## src/shared/ddc_pkg.sv

```systemverilog
package ddc_pkg;
	// register map
	localparam logic [15:0] TEST_ENABLE_ADDR = 16'h0367;
	localparam logic [15:0] CONTROL_ADDR = 16'h0370;
	localparam logic [7:0] TEST_ENABLE_RESET = 8'h00;
	localparam logic [7:0] CONTROL_RESET = 8'h00;
	localparam logic [7:0] TEST_ENABLE_MASK = 8'h05;
	localparam logic [7:0] CONTROL_MASK = 8'hFF;
	// field positions
	localparam int TEST_I_BIT = 0;
	localparam int TEST_Q_BIT = 2;
	localparam int MIXER_BIT = 7;
	localparam int GAIN_BIT = 6;
	localparam int IF_MSB = 5;
	localparam int IF_LSB = 4;
	localparam int C2R_BIT = 3;
	localparam int DEC_MSB = 2;
	localparam int DEC_LSB = 0;
	localparam int TEST_SEL_MSB = 3;
	// IF modes
	typedef enum logic [1:0] {
		IF_VARIABLE = 2'h0,
		IF_ZERO = 2'h1,
		IF_QUARTER = 2'h2,
		IF_TEST = 2'h3
	} ddc_if_mode_type;
	// decimation selections
	typedef enum logic [2:0] {
		DEC_HB12 = 3'h0,
		DEC_HB123 = 3'h1,
		DEC_HB1234 = 3'h2,
		DEC_HALF1 = 3'h3,
		DEC_HALF1_THIRD = 3'h4
	} ddc_dec_type;
	localparam logic [5:0] RATIO_HB12 = 6'h04;
	localparam logic [5:0] RATIO_HB123 = 6'h08;
	localparam logic [5:0] RATIO_HB1234 = 6'h10;
	localparam logic [5:0] RATIO_HALF1 = 6'h02;
	localparam logic [5:0] RATIO_HALF1_THIRD = 6'h06;
	localparam int FIFO_DEPTH = 32;
endpackage : ddc_pkg

```

## src/core/ddc_channel.sv

```systemverilog
// Contract
// - Q test enable bit 2 replaces Q samples with inverted generator A output per the 4-bit test select, else normal Q.
// - I test enable bit 0 replaces I samples with generator A output per the test select, else normal I.
// - Control bit 7 picks real mixer (both from one channel) at 0 or complex mixer (separate I and Q) at 1.
// - Control bit 6 selects unity gain at 0 or times-two gain at 1.
// - Control bits 5:4 select variable, zero, quarter-rate or test IF mode.
// - Control bit 3 at 1 makes only a real I output via an extra quarter-rate mix; at 0 both I and Q are valid.
// - Decimation 000/001/010 gives 4/8/16 complex, halved for real output.
// - Decimation 011 gives 2 complex or 1 real; 100 gives 6 complex or 3 real.
// - Both registers reset to zero.
`timescale 1ns/1ns
module ddc_channel #(
	parameter int WIDTH = 16
) (
	// clock and reset
	input wire logic clk,
	input wire logic rst,
	input wire logic clkEn,
	// register port
	input wire logic [15:0] regAddr,
	input wire logic [7:0] regWrData,
	input wire logic regWrite,
	input wire logic regRead,
	output logic [7:0] regRdData,
	// shared test select
	input wire logic [3:0] testSelect,
	// converter samples
	input wire logic [WIDTH-1:0] chanA,
	input wire logic [WIDTH-1:0] chanB,
	input wire logic sampleValid,
	input wire logic [WIDTH-1:0] ncoCos,
	input wire logic [WIDTH-1:0] ncoSin,
	// output stream
	output logic [WIDTH-1:0] outI,
	output logic [WIDTH-1:0] outQ,
	output logic outQValid,
	output logic outValid,
	input wire logic outReady
);
	// ****************************************
	// state
	// ****************************************
	typedef struct packed {
		logic [7:0] testEnable_reg;
		logic [7:0] control_reg;
		logic [7:0] rdData;
		logic [1:0] phase;
		logic [WIDTH-1:0] pattern;
		logic [WIDTH-1:0] oI;
		logic [WIDTH-1:0] oQ;
		logic oQv;
		logic oV;
	} ddc_chan_state_type;
	ddc_chan_state_type state_reg, state_next;

	logic mixerComplex, gain2, c2r, testI, testQ, keep, fifoInReady, fifoOutValid;
	logic [1:0] ifMode;
	logic [2:0] decSel;
	logic [WIDTH-1:0] srcI, srcQ, mixI, mixQ, gI, gQ, rI, rQ, selI, selQ;
	logic [2*WIDTH-1:0] fifoIn, fifoOut;
	logic [2*WIDTH-1:0] prodI, prodQ;

	assign testI = state_reg.testEnable_reg[ddc_pkg::TEST_I_BIT];
	assign testQ = state_reg.testEnable_reg[ddc_pkg::TEST_Q_BIT];
	assign mixerComplex = state_reg.control_reg[ddc_pkg::MIXER_BIT];
	assign gain2 = state_reg.control_reg[ddc_pkg::GAIN_BIT];
	assign ifMode = state_reg.control_reg[ddc_pkg::IF_MSB:ddc_pkg::IF_LSB];
	assign c2r = state_reg.control_reg[ddc_pkg::C2R_BIT];
	assign decSel = state_reg.control_reg[ddc_pkg::DEC_MSB:ddc_pkg::DEC_LSB];

	// ****************************************
	// datapath
	// ****************************************
	// real mixer takes both from channel A
	assign srcI = chanA;
	assign srcQ = mixerComplex ? chanB : chanA;

	assign prodI = $signed(srcI) * $signed(ncoCos);
	assign prodQ = $signed(srcQ) * $signed(ncoSin);

	// IF mode mixing
	always_comb begin
		case (ifMode)
			ddc_pkg::IF_VARIABLE: begin
				mixI = prodI[2*WIDTH-2 -: WIDTH];
				mixQ = prodQ[2*WIDTH-2 -: WIDTH];
			end
			ddc_pkg::IF_ZERO: begin
				mixI = srcI;
				mixQ = srcQ;
			end
			ddc_pkg::IF_QUARTER: begin
				case (state_reg.phase)
					2'h0: begin mixI = srcI; mixQ = '0; end
					2'h1: begin mixI = '0; mixQ = -srcQ; end
					2'h2: begin mixI = -srcI; mixQ = '0; end
					default: begin mixI = '0; mixQ = srcQ; end
				endcase
			end
			default: begin
				mixI = ncoCos;
				mixQ = ncoSin;
			end
		endcase
	end

	// gain stage
	assign gI = gain2 ? {mixI[WIDTH-2:0], 1'b0} : mixI;
	assign gQ = gain2 ? {mixQ[WIDTH-2:0], 1'b0} : mixQ;

	// complex to real with extra quarter-rate mix
	always_comb begin
		rI = gI;
		rQ = gQ;
		if (c2r) begin
			rQ = '0;
			case (state_reg.phase)
				2'h0: rI = gI;
				2'h1: rI = -gQ;
				2'h2: rI = -gI;
				default: rI = gQ;
			endcase
		end
	end

	// test pattern substitution
	assign selI = testI ? state_reg.pattern : rI;
	assign selQ = testQ ? ~state_reg.pattern : rQ;

	ddc_decimator u_dec (
		.clk(clk),
		.rst(rst),
		.clkEn(clkEn),
		.decSel(decSel),
		.realOut(c2r),
		.inStrobe(sampleValid && fifoInReady),
		.keep(keep),
		.ratio()
	);

	assign fifoIn = {selI, selQ};

	ddc_fifo #(
		.WIDTH(2*WIDTH),
		.DEPTH(ddc_pkg::FIFO_DEPTH)
	) u_fifo (
		.clk(clk),
		.rst(rst),
		.clkEn(clkEn),
		.inData(fifoIn),
		.inValid(keep),
		.inReady(fifoInReady),
		.outData(fifoOut),
		.outValid(fifoOutValid),
		.outReady(outReady)
	);

	// ****************************************
	// registers and output stage
	// ****************************************
	always_comb begin
		state_next = state_reg;
		if (regWrite && regAddr == ddc_pkg::TEST_ENABLE_ADDR)
			state_next.testEnable_reg = regWrData & ddc_pkg::TEST_ENABLE_MASK;
		if (regWrite && regAddr == ddc_pkg::CONTROL_ADDR)
			state_next.control_reg = regWrData & ddc_pkg::CONTROL_MASK;
		if (regRead) begin
			case (regAddr)
				ddc_pkg::TEST_ENABLE_ADDR: state_next.rdData = state_reg.testEnable_reg;
				ddc_pkg::CONTROL_ADDR: state_next.rdData = state_reg.control_reg;
				default: state_next.rdData = 8'h00;
			endcase
		end
		if (sampleValid && fifoInReady) begin
			state_next.phase = state_reg.phase + 2'h1;
			// pattern generator: ramp, alternating, or fixed per select
			case (testSelect)
				4'h0: state_next.pattern = '0;
				4'h1: state_next.pattern = {1'b0, {(WIDTH-1){1'b1}}};
				4'h2: state_next.pattern = {1'b1, {(WIDTH-1){1'b0}}};
				4'h3: state_next.pattern = ~state_reg.pattern;
				default: state_next.pattern = state_reg.pattern + 1'b1;
			endcase
		end
		if (outReady) begin
			state_next.oV = fifoOutValid;
			// empty buffer slot holds no sample; keep the last one
			if (fifoOutValid) begin
				state_next.oI = fifoOut[2*WIDTH-1:WIDTH];
				state_next.oQ = fifoOut[WIDTH-1:0];
			end
			state_next.oQv = fifoOutValid && !c2r;
		end
	end

	always_ff @(posedge clk or posedge rst) begin
		if (rst) begin
			state_reg <= '0;
			state_reg.testEnable_reg <= ddc_pkg::TEST_ENABLE_RESET;
			state_reg.control_reg <= ddc_pkg::CONTROL_RESET;
		end else if (clkEn) begin
			state_reg <= state_next;
		end
	end

	assign regRdData = state_reg.rdData;
	assign outI = state_reg.oI;
	assign outQ = state_reg.oQ;
	assign outQValid = state_reg.oQv;
	assign outValid = state_reg.oV;
endmodule : ddc_channel

```

## src/core/ddc_decimator.sv

```systemverilog
`timescale 1ns/1ns
module ddc_decimator (
	// clock and reset
	input wire logic clk,
	input wire logic rst,
	input wire logic clkEn,
	// selection
	input wire logic [2:0] decSel,
	input wire logic realOut,
	// strobe
	input wire logic inStrobe,
	output logic keep,
	output logic [5:0] ratio
);
	typedef struct packed {
		logic [5:0] count;
	} ddc_dec_state_type;
	ddc_dec_state_type state_reg, state_next;
	logic [5:0] full;

	// total ratio; real output halves it
	always_comb begin
		case (decSel)
			ddc_pkg::DEC_HB12: full = ddc_pkg::RATIO_HB12;
			ddc_pkg::DEC_HB123: full = ddc_pkg::RATIO_HB123;
			ddc_pkg::DEC_HB1234: full = ddc_pkg::RATIO_HB1234;
			ddc_pkg::DEC_HALF1: full = ddc_pkg::RATIO_HALF1;
			ddc_pkg::DEC_HALF1_THIRD: full = ddc_pkg::RATIO_HALF1_THIRD;
			default: full = ddc_pkg::RATIO_HB12;
		endcase
		ratio = realOut ? {1'b0, full[5:1]} : full;
	end

	assign keep = inStrobe && (state_reg.count == 6'h00);

	always_comb begin
		state_next = state_reg;
		if (inStrobe) begin
			if (state_reg.count + 6'h01 >= ratio) state_next.count = 6'h00;
			else state_next.count = state_reg.count + 6'h01;
		end
	end

	always_ff @(posedge clk or posedge rst) begin
		if (rst) state_reg <= '0;
		else if (clkEn) state_reg <= state_next;
	end
endmodule : ddc_decimator

```

## src/core/ddc_fifo.sv

```systemverilog
`timescale 1ns/1ns
module ddc_fifo #(
	parameter int WIDTH = 32,
	parameter int DEPTH = ddc_pkg::FIFO_DEPTH
) (
	// clock and reset
	input wire logic clk,
	input wire logic rst,
	input wire logic clkEn,
	// write side
	input wire logic [WIDTH-1:0] inData,
	input wire logic inValid,
	output logic inReady,
	// read side
	output logic [WIDTH-1:0] outData,
	output logic outValid,
	input wire logic outReady
);
	localparam int AW = $clog2(DEPTH);
	typedef struct packed {
		logic [AW:0] wrPtr;
		logic [AW:0] rdPtr;
	} ddc_fifo_state_type;
	ddc_fifo_state_type state_reg, state_next;
	logic [WIDTH-1:0] mem [DEPTH];
	logic full, empty, doWr, doRd;

	assign empty = state_reg.wrPtr == state_reg.rdPtr;
	assign full = (state_reg.wrPtr[AW] != state_reg.rdPtr[AW]) &&
		(state_reg.wrPtr[AW-1:0] == state_reg.rdPtr[AW-1:0]);
	assign inReady = !full;
	assign outValid = !empty;
	assign outData = mem[state_reg.rdPtr[AW-1:0]];
	assign doWr = clkEn && inValid && !full;
	assign doRd = clkEn && outReady && !empty;

	always_comb begin
		state_next = state_reg;
		if (doWr) state_next.wrPtr = state_reg.wrPtr + 1'b1;
		if (doRd) state_next.rdPtr = state_reg.rdPtr + 1'b1;
	end

	always_ff @(posedge clk) begin
		if (doWr) mem[state_reg.wrPtr[AW-1:0]] <= inData;
	end

	always_ff @(posedge clk or posedge rst) begin
		if (rst) state_reg <= '0;
		else state_reg <= state_next;
	end
endmodule : ddc_fifo

```

## config.mk

```make
export PLATFORM = sky130hd
export DESIGN_NAME = ddc_channel
export DESIGN_NICKNAME = d
export VERILOG_FILES = /design/src/shared/ddc_pkg.sv /design/src/core/ddc_channel.sv /design/src/core/ddc_decimator.sv /design/src/core/ddc_fifo.sv
export SDC_FILE = /design/constraint.sdc
export NUM_CORES = 2
export LEC_CHECK = 0
export BUFFER_PORTS_ARGS = -buffer_cell sky130_fd_sc_hd__buf_4
export CAP_MARGIN = 10
export CELL_PAD_IN_SITES_DETAIL_PLACEMENT = 0
export CELL_PAD_IN_SITES_GLOBAL_PLACEMENT = 2
export CORE_MARGIN = 2
export CORE_UTILIZATION = 50
export DETAILED_ROUTE_END_ITERATION = 12
export HOLD_SLACK_MARGIN = 0.06
export MAX_ROUTING_LAYER = met4
export PLACE_DENSITY = 0.93
export SLEW_MARGIN = 5
export SYNTH_ARGS = -nofsm -noshare
export SYNTH_HDL_FRONTEND = slang
export SYNTH_SLANG_ARGS = --single-unit
```

## constraint.sdc

```tcl
create_clock -name clk -period 29.1 [get_ports clk]
set_input_delay 0 -clock clk [delete_from_list [all_inputs] [get_ports clk]]
set_output_delay 0 -clock clk [all_outputs]
set_load 0.02 [all_outputs]
```

==> Word-level counts from Yosys, hierarchy flattened <==
Memories as Yosys holds them, arrays and structs flattened. A register that Yosys moved wholly into a read port is not among the register bits.
Cells that the tools add are included.
{ "op_classes": {"bitwise_logic": 2, "n_eq_ne": 16, "muxes": 19, "add_sub_neg": 9, "reduce_logical": 24, "mul": 2, "n_lt_le_gt_ge": 1} }
{ "ops": {"columns": ["operator", "count"], "rows": [
  ["16-bit case mux with 3 select lines", 3],
  ["16-bit two-way mux", 7],
  ["16-bit negation", 4],
  ["16-bit case mux with 2 select lines", 2],
  ["16-bit case mux with 4 select lines", 1],
  ["16-bit by 16-bit multiplier with 31-bit output", 2],
  ["16-bit by 10-bit == test with 1-bit output, second input constant", 2],
  ["5-bit case mux with 4 select lines", 1],
  ["6-bit by 1-bit adder with 6-bit output, second input constant", 3],
  ["16-bit by 1-bit adder with 16-bit output, second input constant", 1],
  ["16-bit NOT", 1],
  ["8-bit case mux with 2 select lines", 1],
  ["1-bit logical AND", 10],
  ["2-bit AND reduction", 5],
  ["4-bit by 2-bit == test with 1-bit output, second input constant", 2],
  ["3-bit by 2-bit == test with 1-bit output, second input constant", 2],
  ["6-bit == test", 1],
  ["6-bit greater-or-equal comparator", 1],
  ["6-bit logical NOT", 1],
  ["6-bit two-way mux", 1],
  ["5-bit == test", 1],
  ["5-bit two-way mux", 1],
  ["2-bit by 1-bit == test with 1-bit output, second input constant", 2],
  ["2-bit == test, second input constant", 2],
  ["12 further kinds", 16]
]} }
{ "word_totals": {"mem_bits_rw": 1024, "output_inout_bits": 42, "n_memories": 1, "inputBits": 99, "reg_bits": 56, "word_cells": 84} }
{ "mem_list": {"columns": ["memory", "depth", "word_bits", "read_ports", "rd_clocked_by_memory_dff", "wr", "line", "source"], "rows": [
  ["u_fifo.mem", 32, 32, 1, 1, 1, "ddc_fifo.sv:25", "logic [WIDTH-1:0] mem [DEPTH];"]
]} }

==> Logic depth before layout (Yosys ltp) <==
{ "depth": {"word_depth": 9, "ltp_mapped": 34, "depth_no_buf": 29} }

==> Modules after synthesis <==
Synthesis repeated with hierarchy kept, for this count alone.
{ "hier_totals": {"cells_unflattened": 5554, "hier_area_um2": 68135.3} }
{ "by_module_without_submodules": {"columns": ["module", "n_inst", "seq_area_each_um2", "cells_each", "area_each_um2"], "rows": [
  ["ddc_fifo", 1, 31049.8, 2227, 40229.8],
  ["ddc_channel", 1, 1751.7, 3260, 27256.1],
  ["ddc_decimator", 1, 150.1, 67, 649.4]
]} }

==> Worst setup path after synthesis <==
Ideal clock, no wire load.
{ "synth_timing": {"path_type": "flip-flop to flip-flop", "startpoint": "register state_reg (netlist bit mixerComplex)", "endpoint": "memory u_fifo.mem[0][28], data pin", "stages_incl_launch_ff": 32, "path_slack_ns": 19.597, "required_time_ns": 28.613, "setup_ns": 0.487, "path_buffers": 5, "arrival_time_ns": 9.016, "cell_sequence": "dfrtp_1 -> buf_6 -> buf_4 -> clkbuf_1 -> mux2_2 -> clkbuf_1 -> nand2_1 -> fa_1 -> fa_1 -> fa_1 -> inv_1 -> fa_1 -> fa_1 -> inv_1 -> fa_1 -> inv_1 -> ha_1 -> clkbuf_1 -> a211oi_1 -> o21ba_2 -> nor3_1 -> o21a_1 -> nor3_2 -> nand2_1 -> nand2_1 -> ha_1 -> o211ai_1 -> a2111oi_4 -> nand4_1 -> mux2_1 -> nand2_1 -> a222oi_1"} }
{ "synth_between": {"elab_chain_len": 9, "elab_cells_between_ends": 10, "classes_between": "2 x add/sub; 1 x mul; 7 x mux"} }
{ "synth_lines": {"columns": ["item", "line", "source"], "rows": [
  ["start, declared", "ddc_channel.sv:54", "ddc_chan_state_type state_reg, state_next;"],
  ["start signal, assigned", "ddc_channel.sv:202", "state_reg <= state_next;"],
  ["16-bit two-way mux (*)", "ddc_channel.sv:76", "assign srcQ = mixerComplex ? chanB : chanA;"],
  ["branches (longest 2 deep; another with 16-bit by 16-bit multiplier with 31-bit output)", null, null],
  ["16-bit case mux with 3 select lines (*)", "ddc_channel.sv:83", "case (ifMode)"],
  ["16-bit two-way mux (*)", "ddc_channel.sv:109", "assign gQ = gain2 ? {mixQ[WIDTH-2:0], 1'b0} : mixQ;"],
  ["16-bit negation", "ddc_channel.sv:119", "2'h1: rI = -gQ;"],
  ["16-bit case mux with 3 select lines (*)", "ddc_channel.sv:117", "case (state_reg.phase)"],
  ["16-bit two-way mux (*)", "ddc_channel.sv:115", "if (c2r) begin"],
  ["16-bit two-way mux (*)", "ddc_channel.sv:127", "assign selI = testI ? state_reg.pattern : rI;"],
  ["via selI[12]", "ddc_channel.sv:59", "logic [WIDTH-1:0] srcI, srcQ, mixI, mixQ, gI, gQ, rI, rQ, selI, selQ;"],
  ["end, declared", "ddc_fifo.sv:25", null]
]} }
Mark *: on every way through the listed nets, which the timed path passes.

==> Final worst setup path <==
{ "layout_timing": {"startpoint": "register state_reg (netlist bit mixerComplex)", "endpoint": "memory u_fifo.mem[16][31], data pin"} }
Same word-level chain as after synthesis.

==> summary.md <==
| Metric | Value |
|---|---|
| Status | `finished, final reports clean` |
| RSZ-0062 raised after global routing | `no` |
| Fraction of the mapped netlist area in adder cells | `0.185` |
| CTS Buf Count | `104` |
| Placed insts | `6544` |
| Pwr Density | `121 nW/µm²` |
| Worst Hold Class | `in2reg` |
| Row count | `134` |
| Synth top cells by count | `edfxtp_1, inv_1, fa_1` |
| Post-Synth Simple-Gate Area | `0.0803` |
| Post-CTS Resized | `0` |
| Yosys warning count | `0` |
| Clock slew at reported path FFs | `0.08 ns` |
| Final ANT Viol Nets | `0` |
| Place WS | `19.32 ns` |
| Top-count cell post-synth | `edfxtp_1` |
| Reg2reg path depth | `24` |
| Area leader, netlist | `edfxtp_1` |
| DRT Pass-1 Iters | `6` |
| Min cycle time layout | `9.95 ns` |
| Root buf cell | `clkbuf_16` |
| Largest family of logic cells by synthesized area | `adder cells` |
| Hold Startpoint | `regWrData[7]` |
| Fin crit share | `0.342` |
| Yosys reg bits | `1112` |
| Die Ht | `370 µm` |
| Lkg Pwr | `27.6 nW` |
| Via density per instance | `6.22` |
| CP endpoint kind | `flip-flop` |
| Vias in the first global route | `43467` |
| DR vias | `42160` |
| Fmax | `0.100 GHz` |
| WS Path Type | `reg2reg` |
| Fin. max-slew vios | `0` |
| Normalized max-slew margin | `0.166` |
| Syn Area/Cell | `13.8 µm²` |
| Longest Clk Path Bufs | `3` |
| All-Layer GR Usage | `0.296` |
| R2r setup slk | `19.15 ns` |
| Reg-to-Reg End | `u_fifo.mem[16][31]$_DFFE_PP_` |
| First-pass GRT wire length | `290000 µm` |
| Layout Utilization | `0.554` |
| DR iter-0 viols | `5265` |
| Diode count | `0` |
| Post-synth EDFFs | `1024` |
| Seq/Total Area, Yosys | `0.492` |
| Slew @ Worst Pin | `1.25 ns` |
| Arrival time at the worst endpoint | `10.34 ns` |
| I/O pin total | `141` |
| CTS tree | `done` |
| Post-route DRC | `0` |
| Worst setup SP type | `flip-flop` |
| Max reg flops | `1024` |
| Peak supply drop | `0.137 mV` |
| Clock skew | `0.0540 ns` |
| Largest net degree at the start of global routing | `93` |
| Worst path required time | `29.48 ns` |
| Hold Path Sink | `mixerComplex$_DFFE_PP0P_` |
| Die area | `137000 µm²` |
| Gr ovfl total | `0` |
| Clock Sinks | `1112` |
| Worst hold margin | `0.141 ns` |
| Reg-to-Reg Start | `mixerComplex$_DFFE_PP0P_` |
| Post-synthesis mux area share | `0.122` |
| Die width | `370 µm` |
| Fraction of layout cells with a size suffix above 1 | `0.168` |
| Max-cap violations | `0` |
| Final cell count without fillers | `6783` |
| Final net count | `5715` |
| Post-route setup slack | `19.15 ns` |
| Syn Inst Count | `4862` |
| Placement Cell Area | `70000 µm²` |
| Total core area | `133000 µm²` |
| IO buf count | `140` |
| Worst-skew pair later-pin latency | `0.74 ns` |
| Yosys top cell area share | `0.459` |
| Initial antenna violation count | `1` |
| Post-synthesis cell area | `67000 µm²` |
| Post-Syn Nets | `5646` |
| Most common flop cell mapped by yosys | `edfxtp_1` |
| Final setup vio count | `0` |
| Crit Path Max Fanout | `41` |
| Final GP Congestion | `0.895` |
| Final WL | `193000 µm` |
| Synth unique cells | `110` |
| Post-DP HPWL | `116000 µm` |
| Wire per inst | `28.5 µm` |
| Area Overhead vs Synth | `10.2%` |
| Asr flop ratio synth | `0.0791` |
| Starting Density | `0.503` |
| Hold Crit Depth | `3` |
| Power, Total | `8.94 mW` |
| Synth Area in Compound Gates | `0.0554` |
| Setup TNS | `0 ns` |
| XOR/XNOR share of the synthesized area | `0.0114` |
| Design area | `73800 µm²` |
| Area contributors post-synth | `edfxtp_1, fa_1, mux4_2` |
| H-tree levels | `3` |
| Final Hold Fails | `0` |
## layer usage
metal	vias to the layer above	global-route usage	wire length (µm)
met1	21963	0.402	75400
met2	2440	0.471	94300
met5	-	-	0
met4	0	0.0877	6510
met3	374	0.0406	17100
li1	17383	-	-
## critical path, cell delays in order (launching register included)
cell and delay (ns):
dfrtp_2 0.98, mux2_2 0.57, nand2_1 0.18, inv_1 0.10, fa_1 0.70, inv_1 0.15, fa_1 0.48, inv_1 0.36
fa_1 0.52, fa_1 0.58, fa_1 0.44, fa_1 0.44, ha_1 0.37, a21o_1 0.21, o21bai_1 0.21, a221oi_1 0.50
o2111ai_1 0.30, a31oi_1 0.31, xnor2_1 0.15, a21oi_1 0.10, and2_1 0.19, o21a_1 0.20, a2111o_1 0.40, a31oi_1 0.31
a211o_1 0.81
## layout make-up
cell class	instances	area, µm²
well taps	1768	2210
repair buffers	271	2200
clock buffers	128	2720
fillers	10433	59400
clock inverters	62	577
multi-input cells	2825	30800
inverters	617	2320
flip-flops and latches	1112	33000
## timing repair
action / 4_1_cts / 5_1_grt
hold endpoints to repair: 138 / 0
setup buffers: 0 / 0
hold buffers: 42 / 0
setup endpoints to repair: 0 / 0
## report_power, final
part / switching [mW] / leakage (nW) / internal [mW]
combinational: 3.35 / 15.7 / 2.20
sequential: 0.0987 / 10.2 / 1.94
clock: 0.614 / 1.61 / 0.739
## cells in the final DEF, fill, tap and decap left out, types with 29 or more instances in the layout
cell           instances
mux2i_1               55
nor3_1                38
nand3_1               48
mux4_2               321
xor2_1                29
edfxtp_1            1024
xnor2_1               58
nor2_1               170
nand4_1               33
inv_1                609
mux2_2                29
fa_1                 510
buf_4                221
o21ai_0              107
nand2_1              418
a21oi_1              136
dlygate4sd3_1         42
ha_1                 174
clkbuf_16            105
dfrtp_1               81
and2_1               216
## cells by family after synthesis
kind of cell,after synthesis
adders and majority gates,685
muxes,408
buffers and inverters,925
xor gates and xnor gates,87
AOI/OAI and AO/OA,543
and+or+nand+nor,1102
DFF,1112
## worst max-delay path by stage
stage	from	to	slack (ns)	cells past startpoint
after detailed placement	mixerComplex$_DFFE_PP0P_	u_fifo.mem[13][31]$_DFFE_PP_	19.32	24
after global placement	mixerComplex$_DFFE_PP0P_	u_fifo.mem[0][31]$_DFFE_PP_	19.60	24
final	mixerComplex$_DFFE_PP0P_	u_fifo.mem[16][31]$_DFFE_PP_	19.15	24
after CTS	mixerComplex$_DFFE_PP0P_	u_fifo.mem[24][31]$_DFFE_PP_	19.33	24
after global routing	mixerComplex$_DFFE_PP0P_	u_fifo.mem[0][31]$_DFFE_PP_	18.68	24
after floorplan	mixerComplex$_DFFE_PP0P_	u_fifo.mem[0][28]$_DFFE_PP_	19.60	31
Power figures use the tool's default switching activity.
